`src/common/drive_map_regs.vh`:
```
`ifndef DRIVE_MAP_REGS_VH
`define DRIVE_MAP_REGS_VH

// register byte offsets, one aligned 32-bit word each
`define OFS_IN_WORD3_SEL 8'h00
`define OFS_IN_WORD4_SEL 8'h04
`define OFS_OUT_WORD3_SEL 8'h08
`define OFS_OUT_WORD4_SEL 8'h0c
`define OFS_TORQUE_SRC 8'h10
`define OFS_MAX_TORQUE 8'h14
`define OFS_MAX_SPEED 8'h18
`define OFS_PID_SRC 8'h1c
`define OFS_RAMP_EN 8'h20
`define OFS_USER_MON 8'h24
`define OFS_USER_REG1 8'h28
`define OFS_USER_REG2 8'h2c
`define OFS_USER_REG3 8'h30
`define OFS_USER_REG4 8'h34
`define OFS_FREQ_SETP 8'h38
`define OFS_XCHG_CNT 8'h3c

// reset values
`define RST_MAX_TORQUE 16'h07d0
`define RST_MAX_SPEED 16'h1388

// selector codes
`define IN3_TORQUE 2'h0
`define IN3_PID 2'h1
`define IN3_USER3 2'h2
`define IN4_RAMP 2'h0
`define IN4_USER4 2'h1
`define TORQUE_SRC_BUS 3'h3
`define PID_SRC_BUS 2'h1

// value limits in 0.1 units
`define SETP_LIMIT 16'h1388
`define TORQUE_LIMIT 16'h07d0

// status byte field positions
`define ST_RUN 0
`define ST_TRIP 1
`define ST_MAINT 2
`define ST_STO 3

`endif

```
`src/hw/out_word_select.v`:
```
`timescale 1ns/100ps
// ---------------------------------------------------------------
// eight-way selectable monitoring word
// ---------------------------------------------------------------
module out_word_select
(
  input wire [2:0] sel,
  input wire [15:0] src0,
  input wire [15:0] src1,
  input wire [15:0] src2,
  input wire [15:0] src3,
  input wire [15:0] src4,
  input wire [15:0] src5,
  input wire [15:0] src6,
  input wire [15:0] src7,
  output reg [15:0] word
);

  always @*
  begin
    case (sel)
      3'h0: word = src0;
      3'h1: word = src1;
      3'h2: word = src2;
      3'h3: word = src3;
      3'h4: word = src4;
      3'h5: word = src5;
      3'h6: word = src6;
      3'h7: word = src7;
      default: word = 16'h0000;
    endcase
  end

endmodule // out_word_select

```
`src/hw/drive_process_data_mapper.v`:
```
// The Avalon-MM interface to the registers and the register offsets were decided locally.
`timescale 1ns/100ps
`include "drive_map_regs.vh"
// Behaviour
// - four 16-bit words to the master and three (words 2..4) from it are exchanged on every exchange strobe.
// - input word 2 is a signed frequency setpoint in 0.1 Hz.
// - setpoint held within +-5000, then within the maximum speed setting.
// - input word 3 routes to torque, PID setpoint or user register 3.
// - torque word is unsigned 0..2000, needs torque source 3, capped by max torque.
// - word 3 becomes PID setpoint only when PID source setting is 1.
// - selector 2 copies input word 3 into read-only user register 3.
// - input word 4 routes to ramp control or user register 4.
// - ramp control from word 4 only when ramp source enable is 1.
// - selector 1 copies input word 4 into user register 4.
// - output word 1 high byte is the fault code, valid when tripped.
// - status low byte: run bit 0, trip bit 1, maintenance bit 2, 4..7 zero.
// - status bit 3 set while safe torque off enables are absent.
// - output word 2 is the signed output frequency in 0.1 Hz.
// - output word 3 codes 0..4: current, power, inputs, analog 2, heatsink.
// - output word 3 codes 5..7: user register 1, 2, user monitor value.
// - input bitmap bit 0 is digital input 1, upward.
// - output word 4 codes 0..4: torque, power, inputs, analog 2, heatsink.
module drive_process_data_mapper
(
  input wire clk_sys,
  input wire sys_rst,
  // avalon-mm slave
  input wire [7:0] avs_address,
  input wire avs_read,
  input wire avs_write,
  input wire [31:0] avs_writedata,
  input wire [3:0] avs_byteenable,
  output reg [31:0] avs_readdata,
  output reg avs_waitrequest,
  // cyclic word buffer side
  input wire xchg_strobe,
  input wire [15:0] master_to_drive_word2,
  input wire [15:0] master_to_drive_word3,
  input wire [15:0] master_to_drive_word4,
  output reg [15:0] drive_to_master_word1,
  output reg [15:0] drive_to_master_word2,
  output reg [15:0] drive_to_master_word3,
  output reg [15:0] drive_to_master_word4,
  output reg xchg_done,
  // drive state
  input wire drive_running,
  input wire drive_tripped,
  input wire maint_due,
  input wire safe_torque_off_inhibit,
  input wire [7:0] fault_code,
  input wire [15:0] out_freq,
  input wire [15:0] motor_current,
  input wire [15:0] out_power,
  input wire [15:0] out_torque,
  input wire [15:0] dig_inputs,
  input wire [15:0] analog_in2,
  input wire [15:0] heatsink_temp,
  // decoded commands to the drive
  output reg [15:0] freq_setpoint,
  output reg [15:0] torque_ref,
  output reg torque_ref_valid,
  output reg [15:0] pid_setpoint,
  output reg pid_setpoint_valid,
  output reg [15:0] ramp_time,
  output reg ramp_time_valid,
  output reg [15:0] user_reg3,
  output reg [15:0] user_reg4
);

  // ---------------------------------------------------------------
  // helpers
  // ---------------------------------------------------------------
  // signed clamp to +-lim, lim taken as unsigned magnitude
  function [15:0] clamp_signed;
    input [15:0] v;
    input [15:0] lim;
    reg [15:0] mag;
    begin
      mag = v[15] ? (16'h0000 - v) : v;
      if (mag > lim)
        clamp_signed = v[15] ? (16'h0000 - lim) : lim;
      else
        clamp_signed = v;
    end
  endfunction

  function [15:0] min16;
    input [15:0] a;
    input [15:0] b;
    begin
      min16 = (a < b) ? a : b;
    end
  endfunction

  // merge a write under byte enables
  function [31:0] be_merge;
    input [31:0] old;
    input [31:0] wd;
    input [3:0] be;
    integer i;
    begin
      be_merge = old;
      for (i = 0; i < 4; i = i + 1)
        if (be[i])
          be_merge[i*8 +: 8] = wd[i*8 +: 8];
    end
  endfunction

  // ---------------------------------------------------------------
  // configuration registers
  // ---------------------------------------------------------------
  reg [1:0] in_word3_selector_q;
  reg [1:0] in_word4_selector_q;
  reg [2:0] out_word3_selector_q;
  reg [2:0] out_word4_selector_q;
  reg [2:0] torque_source_select_q;
  reg [15:0] max_torque_limit_q;
  reg [15:0] max_speed_limit_q;
  reg [1:0] pid_setpoint_source_q;
  reg ramp_source_enable_q;
  reg [15:0] user_monitor_value_q;
  reg [15:0] user_reg1_q;
  reg [15:0] user_reg2_q;
  reg [15:0] xchg_cnt_q;

  wire wr_take = avs_write & ~avs_waitrequest;
  wire [31:0] wr_word = be_merge(32'h00000000, avs_writedata, avs_byteenable);
  reg [31:0] rd_d;

  always @*
  begin
    case (avs_address)
      `OFS_IN_WORD3_SEL: rd_d = {30'h0, in_word3_selector_q};
      `OFS_IN_WORD4_SEL: rd_d = {30'h0, in_word4_selector_q};
      `OFS_OUT_WORD3_SEL: rd_d = {29'h0, out_word3_selector_q};
      `OFS_OUT_WORD4_SEL: rd_d = {29'h0, out_word4_selector_q};
      `OFS_TORQUE_SRC: rd_d = {29'h0, torque_source_select_q};
      `OFS_MAX_TORQUE: rd_d = {16'h0, max_torque_limit_q};
      `OFS_MAX_SPEED: rd_d = {16'h0, max_speed_limit_q};
      `OFS_PID_SRC: rd_d = {30'h0, pid_setpoint_source_q};
      `OFS_RAMP_EN: rd_d = {31'h0, ramp_source_enable_q};
      `OFS_USER_MON: rd_d = {16'h0, user_monitor_value_q};
      `OFS_USER_REG1: rd_d = {16'h0, user_reg1_q};
      `OFS_USER_REG2: rd_d = {16'h0, user_reg2_q};
      `OFS_USER_REG3: rd_d = {16'h0, user_reg3};
      `OFS_USER_REG4: rd_d = {16'h0, user_reg4};
      `OFS_FREQ_SETP: rd_d = {16'h0, freq_setpoint};
      `OFS_XCHG_CNT: rd_d = {16'h0, xchg_cnt_q};
      default: rd_d = 32'h00000000;
    endcase
  end

  // one wait state on every access; read data is captured as waitrequest drops
  always @(posedge clk_sys or posedge sys_rst)
  begin
    if (sys_rst)
    begin
      avs_waitrequest <= 1'b1;
      avs_readdata <= 32'h00000000;
    end
    else if (avs_waitrequest && (avs_read || avs_write))
    begin
      avs_waitrequest <= 1'b0;
      avs_readdata <= avs_read ? rd_d : 32'h00000000;
    end
    else
      avs_waitrequest <= 1'b1;
  end

  // user registers 3 and 4 and the setpoint are bus-owned, hence read only here
  always @(posedge clk_sys or posedge sys_rst)
  begin
    if (sys_rst)
    begin
      in_word3_selector_q <= 2'h0;
      in_word4_selector_q <= 2'h0;
      out_word3_selector_q <= 3'h0;
      out_word4_selector_q <= 3'h0;
      torque_source_select_q <= 3'h0;
      max_torque_limit_q <= `RST_MAX_TORQUE;
      max_speed_limit_q <= `RST_MAX_SPEED;
      pid_setpoint_source_q <= 2'h0;
      ramp_source_enable_q <= 1'b0;
      user_monitor_value_q <= 16'h0000;
      user_reg1_q <= 16'h0000;
      user_reg2_q <= 16'h0000;
    end
    else if (wr_take)
    begin
      case (avs_address)
        `OFS_IN_WORD3_SEL: in_word3_selector_q <= wr_word[1:0];
        `OFS_IN_WORD4_SEL: in_word4_selector_q <= wr_word[1:0];
        `OFS_OUT_WORD3_SEL: out_word3_selector_q <= wr_word[2:0];
        `OFS_OUT_WORD4_SEL: out_word4_selector_q <= wr_word[2:0];
        `OFS_TORQUE_SRC: torque_source_select_q <= wr_word[2:0];
        `OFS_MAX_TORQUE: max_torque_limit_q <= wr_word[15:0];
        `OFS_MAX_SPEED: max_speed_limit_q <= wr_word[15:0];
        `OFS_PID_SRC: pid_setpoint_source_q <= wr_word[1:0];
        `OFS_RAMP_EN: ramp_source_enable_q <= wr_word[0];
        `OFS_USER_MON: user_monitor_value_q <= wr_word[15:0];
        `OFS_USER_REG1: user_reg1_q <= wr_word[15:0];
        `OFS_USER_REG2: user_reg2_q <= wr_word[15:0];
        default: ;
      endcase
    end
  end

  // ---------------------------------------------------------------
  // output word assembly
  // ---------------------------------------------------------------
  // both muxes read the selector registers directly; results are only
  // captured on the strobe, so one selection shapes each exchange
  wire [15:0] word3_sel;
  wire [15:0] word4_sel;

  out_word_select u_word3
  (
    .sel(out_word3_selector_q),
    .src0(motor_current),
    .src1(out_power),
    .src2(dig_inputs),
    .src3(analog_in2),
    .src4(heatsink_temp),
    .src5(user_reg1_q),
    .src6(user_reg2_q),
    .src7(user_monitor_value_q),
    .word(word3_sel)
  );

  out_word_select u_word4
  (
    .sel(out_word4_selector_q),
    .src0(out_torque),
    .src1(out_power),
    .src2(dig_inputs),
    .src3(analog_in2),
    .src4(heatsink_temp),
    .src5(16'h0000),
    .src6(16'h0000),
    .src7(16'h0000),
    .word(word4_sel)
  );

  wire [7:0] status_byte;
  assign status_byte[`ST_RUN] = drive_running;
  assign status_byte[`ST_TRIP] = drive_tripped;
  assign status_byte[`ST_MAINT] = maint_due;
  assign status_byte[`ST_STO] = safe_torque_off_inhibit;
  assign status_byte[7:4] = 4'h0;

  // fault byte is zeroed while healthy so stale codes never reach the master
  wire [7:0] fault_byte = drive_tripped ? fault_code : 8'h00;

  // ---------------------------------------------------------------
  // input word decode
  // ---------------------------------------------------------------
  // negative values arrive as two's complement and pass the clamp unchanged in sign
  wire [15:0] setp_lim = min16(`SETP_LIMIT, max_speed_limit_q);
  wire [15:0] setp_d = clamp_signed(master_to_drive_word2, setp_lim);
  wire [15:0] torque_d = min16(min16(master_to_drive_word3, `TORQUE_LIMIT),
    max_torque_limit_q);
  wire torque_en = (in_word3_selector_q == `IN3_TORQUE) &&
    (torque_source_select_q == `TORQUE_SRC_BUS);
  wire pid_en = (in_word3_selector_q == `IN3_PID) &&
    (pid_setpoint_source_q == `PID_SRC_BUS);
  wire user3_en = (in_word3_selector_q == `IN3_USER3);
  wire ramp_en = (in_word4_selector_q == `IN4_RAMP) && ramp_source_enable_q;
  wire user4_en = (in_word4_selector_q == `IN4_USER4);

  // ---------------------------------------------------------------
  // exchange cycle
  // ---------------------------------------------------------------
  always @(posedge clk_sys or posedge sys_rst)
  begin
    if (sys_rst)
    begin
      drive_to_master_word1 <= 16'h0000;
      drive_to_master_word2 <= 16'h0000;
      drive_to_master_word3 <= 16'h0000;
      drive_to_master_word4 <= 16'h0000;
      xchg_done <= 1'b0;
      xchg_cnt_q <= 16'h0000;
      freq_setpoint <= 16'h0000;
      torque_ref <= 16'h0000;
      torque_ref_valid <= 1'b0;
      pid_setpoint <= 16'h0000;
      pid_setpoint_valid <= 1'b0;
      ramp_time <= 16'h0000;
      ramp_time_valid <= 1'b0;
      user_reg3 <= 16'h0000;
      user_reg4 <= 16'h0000;
    end
    else
    begin
      xchg_done <= xchg_strobe;
      if (xchg_strobe)
      begin
        xchg_cnt_q <= xchg_cnt_q + 16'h0001;
        drive_to_master_word1 <= {fault_byte, status_byte};
        drive_to_master_word2 <= out_freq;
        drive_to_master_word3 <= word3_sel;
        drive_to_master_word4 <= word4_sel;
        freq_setpoint <= setp_d;
        // a disabled route keeps its last value; valid flags tell the drive
        torque_ref_valid <= torque_en;
        if (torque_en)
          torque_ref <= torque_d;
        pid_setpoint_valid <= pid_en;
        if (pid_en)
          pid_setpoint <= master_to_drive_word3;
        if (user3_en)
          user_reg3 <= master_to_drive_word3;
        ramp_time_valid <= ramp_en;
        if (ramp_en)
          ramp_time <= master_to_drive_word4;
        if (user4_en)
          user_reg4 <= master_to_drive_word4;
      end
    end
  end

endmodule // drive_process_data_mapper

```
`config.mk`:
```
export PLATFORM = sky130hd
export DESIGN_NAME = drive_process_data_mapper
export DESIGN_NICKNAME = d
export VERILOG_FILES = /design/src/hw/out_word_select.v /design/src/hw/drive_process_data_mapper.v
export VERILOG_INCLUDE_DIRS = /design/src /design/src/common
export SDC_FILE = /design/constraint.sdc
export NUM_CORES = 1
export LEC_CHECK = 0
export BUFFER_PORTS_ARGS = -buffer_cell sky130_fd_sc_hd__buf_4
export CORE_MARGIN = 5
export CORE_UTILIZATION = 53
export CTS_CLUSTER_DIAMETER = 40
export CTS_CLUSTER_SIZE = 20
export DETAILED_ROUTE_END_ITERATION = 6
export PLACE_DENSITY_LB_ADDON = 0.2
export SLEW_MARGIN = 15
export SYNTH_ARGS = -nofsm -noshare
export SYNTH_HDL_FRONTEND = slang
export SYNTH_SLANG_ARGS = --single-unit
```
`constraint.sdc`:
```
create_clock -name clk_sys -period 12.78 [get_ports clk_sys]
set_input_delay 2.556 -clock clk_sys [delete_from_list [all_inputs] [get_ports clk_sys]]
set_output_delay 2.556 -clock clk_sys [all_outputs]
set_load 0.02 [all_outputs]
```
==> impl_metrics.env <==
export IMPL_power_leakage_uw=0.008952
export IMPL_whs_path_depth=1
export IMPL_clockBufferDepth=3
export IMPL_reg2regPathDepth=12
export IMPL_outcome="finished, final reports clean"
export IMPL_post_cts_buffers=0
export IMPL_tightest_slew_ps=1089
export IMPL_wl_per_cell_um=23.37
export IMPL_cts_made_buffers=41
export IMPL_firstDrtPassIters=5
export IMPL_cp_start_kind="input port"
export IMPL_drcViolationCount=0
export IMPL_io_pin_count=418
export IMPL_yosys_warnings=0
export IMPL_max_freq_ghz=0.1693
export IMPL_drv_cap=0
export IMPL_powerDensity_mw_per_mm2=131.2
export IMPL_peakVddDrop_mv=0.1028
export IMPL_drtIter0Drc=1319
export IMPL_ys_seq_area_share_pct=48.10
export IMPL_path_max_fanout=18
export IMPL_track_usage_pct=32.16
export IMPL_relSlewSlack_pct=27.11
export IMPL_async_flop_share_pct=100.0
export IMPL_netlist_top_cells_area="dfrtp_1, mux2_2, o21ai_0"
export IMPL_rr_startpoint="max_speed_limit_q[13]$_DFFE_PP0P_"
export IMPL_antenna_left=0
export IMPL_die_y_um=178.6
export IMPL_grt_overflow=0
export IMPL_nFillCells=2150
export IMPL_routed_via_density=6.075
export IMPL_netlist_area_leader_share_pct=46.01
export IMPL_synth_area_mm2=0.01507
export IMPL_clock_root_buffer="clkbuf_16"
export IMPL_cp_arrival_ps=6370
export IMPL_multi_input_area_mm2=0.007279
export IMPL_yosysMostFrequentCell="dfrtp_1"
export IMPL_fin_crit_sh_pct=46.22
export IMPL_vias=13610
export IMPL_grt_pass1_vias=13610
export IMPL_wirelength_um=52360
export IMPL_area_growth_pct=30.00
export IMPL_fin_crit_ps=5906
export IMPL_grt_pass1_wl_um=79050
export IMPL_critPathKind="input port to register"
export IMPL_grt_max_degree=159
export IMPL_die_area_mm2=0.03190
export IMPL_hp_start="xchg_cnt_q[15]$_DFFE_PP0P_"
export IMPL_ys_flop_type="dfrtp_1"
export IMPL_fin_setup_tns_ps=0
export IMPL_hold_path_end="xchg_cnt_q[15]$_DFFE_PP0P_"
export IMPL_core_area_mm2=0.02793
export IMPL_finalMaxSlewViolations=0
export IMPL_finClkSkew_ps=24.99
export IMPL_fp_dieW_um=178.6
export IMPL_netlist_cell_type_count=66
export IMPL_postCtsResizedCells=0
export IMPL_nets=2079
export IMPL_rsz0062_at_grt="no"
export IMPL_cts_clk_slew_worst_paths_ps=50
export IMPL_antenna_found_initial=2
export IMPL_cts_hold_buf=0
export IMPL_ys_seq_elements=289
export IMPL_synth_edf_count=0
export IMPL_io_buffer_count=379
export IMPL_synth_common_cells="dfrtp_1, nand2_1, o21ai_0, nor2_1, mux2_2"
export IMPL_clock_latency_ps=540
export IMPL_syn_inst=1465
export IMPL_start_util_pct=53.94
export IMPL_timing_rr_end="freq_setpoint[2]$_DFFE_PP0P_"
export IMPL_synth_area_per_cell_um2=10.28
export IMPL_htree_levels=2
export IMPL_dp_hpwl_um=39740
export IMPL_ff2ff_setup_slack_ps=8430
export IMPL_setup_viol=0
export IMPL_finalHoldViolations=0
export IMPL_gp_congestion=0.9669
export IMPL_numClockSinks=289
export IMPL_endpoint_kind="register"
export IMPL_required_ps=13250
export IMPL_ff_latch_area_mm2=0.007248
export IMPL_drive_gt1_share_pct=33.06
export IMPL_cts_tree="done"
export IMPL_final_util_pct=70.12
export IMPL_hp_class="register to register"
export IMPL_synth_top_area_cell="dfrtp_1"
export IMPL_row_count=61
==> flip-flops by register name, indices dropped and copies added, names as in the netlist, 12 cells and up <==
register / count
drive_to_master_word3: 16
user_reg4: 16
torque_ref: 16
drive_to_master_word1: 12
user_reg1_q: 16
drive_to_master_word2: 16
max_speed_limit_q: 16
user_monitor_value_q: 16
freq_setpoint: 16
xchg_cnt_q: 16
ramp_time: 16
user_reg2_q: 16
max_torque_limit_q: 16
avs_readdata: 16
pid_setpoint: 16
drive_to_master_word4: 16
user_reg3: 16
==> cells in the final DEF (no fill, tap or decap), types with 32 or more instances in the layout <==
cell	synthesis	routed
dfrtp_1	277	276
nor2_1	91	90
buf_4	20	397
a221oi_1	32	32
mux2_2	85	85
a21oi_1	32	32
clkbuf_16	0	43
nand2_1	215	215
inv_1	43	42
mux2i_1	32	32
o21ai_0	173	173
a22oi_1	48	48
==> stage by stage <==
step                      instance area (µm²)  power [µW]  cells  setup slack (ps)  hold WS [ps]
after floorplan                         15160        1235   1491              2267         442.5
after global placement                  18150        1411   2162              6377         461.3
after detailed placement                18150        1420   2162              6354         464.4
after CTS                               19570        2579   2238              6900         474.1
after global routing                    19590        2662   2240              6580         488.0
final                                   19590        2569   2240              6874         477.1
==> per-layer routing <==
metal	global-route usage, %	share of wire, %	wire length [µm]
met3	7.588	11	5717
met4	15.41	5.2	2731
met5	0	0	0
met1	41.96	38	19690
met2	50.86	46	24220
==> logic make-up after synthesis <==
logic type                 count (synthesis)  share of synthesized area, %
and+or+nand+nor                          430                         12.70
AOI/OAI and AO/OA                        383                         17.10
DFF                                      289                         48.10
muxes                                    148                         13.11
buffers and inverters                    147                         4.335
xor gates and xnor gates                  35                         2.035
adders and majority gates                 31                         2.574
other                                      2                       0.04984
==> worst max path at each step <==
| stage | from | to | slack, ps | cells past startpoint |
|---|---|---|---|---|
| 2_1_floorplan | sys_rst | avs_readdata[0]$_DFFE_PP0P_ | 2270 | 1 |
| 3_3_place_gp | master_to_drive_word2[5] | freq_setpoint[1]$_DFFE_PP0P_ | 6380 | 13 |
| 3_5_place_dp | master_to_drive_word2[5] | freq_setpoint[2]$_DFFE_PP0P_ | 6350 | 13 |
| 4_1_cts | master_to_drive_word2[5] | freq_setpoint[2]$_DFFE_PP0P_ | 6900 | 13 |
| 5_1_grt | master_to_drive_word2[5] | freq_setpoint[8]$_DFFE_PP0P_ | 6580 | 13 |
| 6_report | master_to_drive_word2[5] | freq_setpoint[2]$_DFFE_PP0P_ | 6870 | 13 |
==> report_power, final <==
part           internal [µW]  switching (µW)  total [µW]
clock                    709             453        1160
combinational            168             202         371
sequential               972            64.9        1040
==> worst max-delay path, stage by stage <==
cell and delay, ps:
buf_4 130, or4_1 530, or3_1 370, nand2b_1 170, o21ai_0 200, xnor2_1 150, ha_1 280, a211o_1 290
a31oi_1 130, o21ai_0 280, o31ai_4 810, and2_4 320, a221o_1 160
==> area by class of cell <==
cell class,instances,area share (%)
flip-flops and latches,289,37.01
multi-input cells,1055,37.17
repair buffers,397,15.22
inverters,43,0.8880
clock inverters,27,1.520
clock buffers,49,5.762
well taps,378,2.415
diodes,2,0.02555
Note: power is estimated with default switching activity, not from simulation.
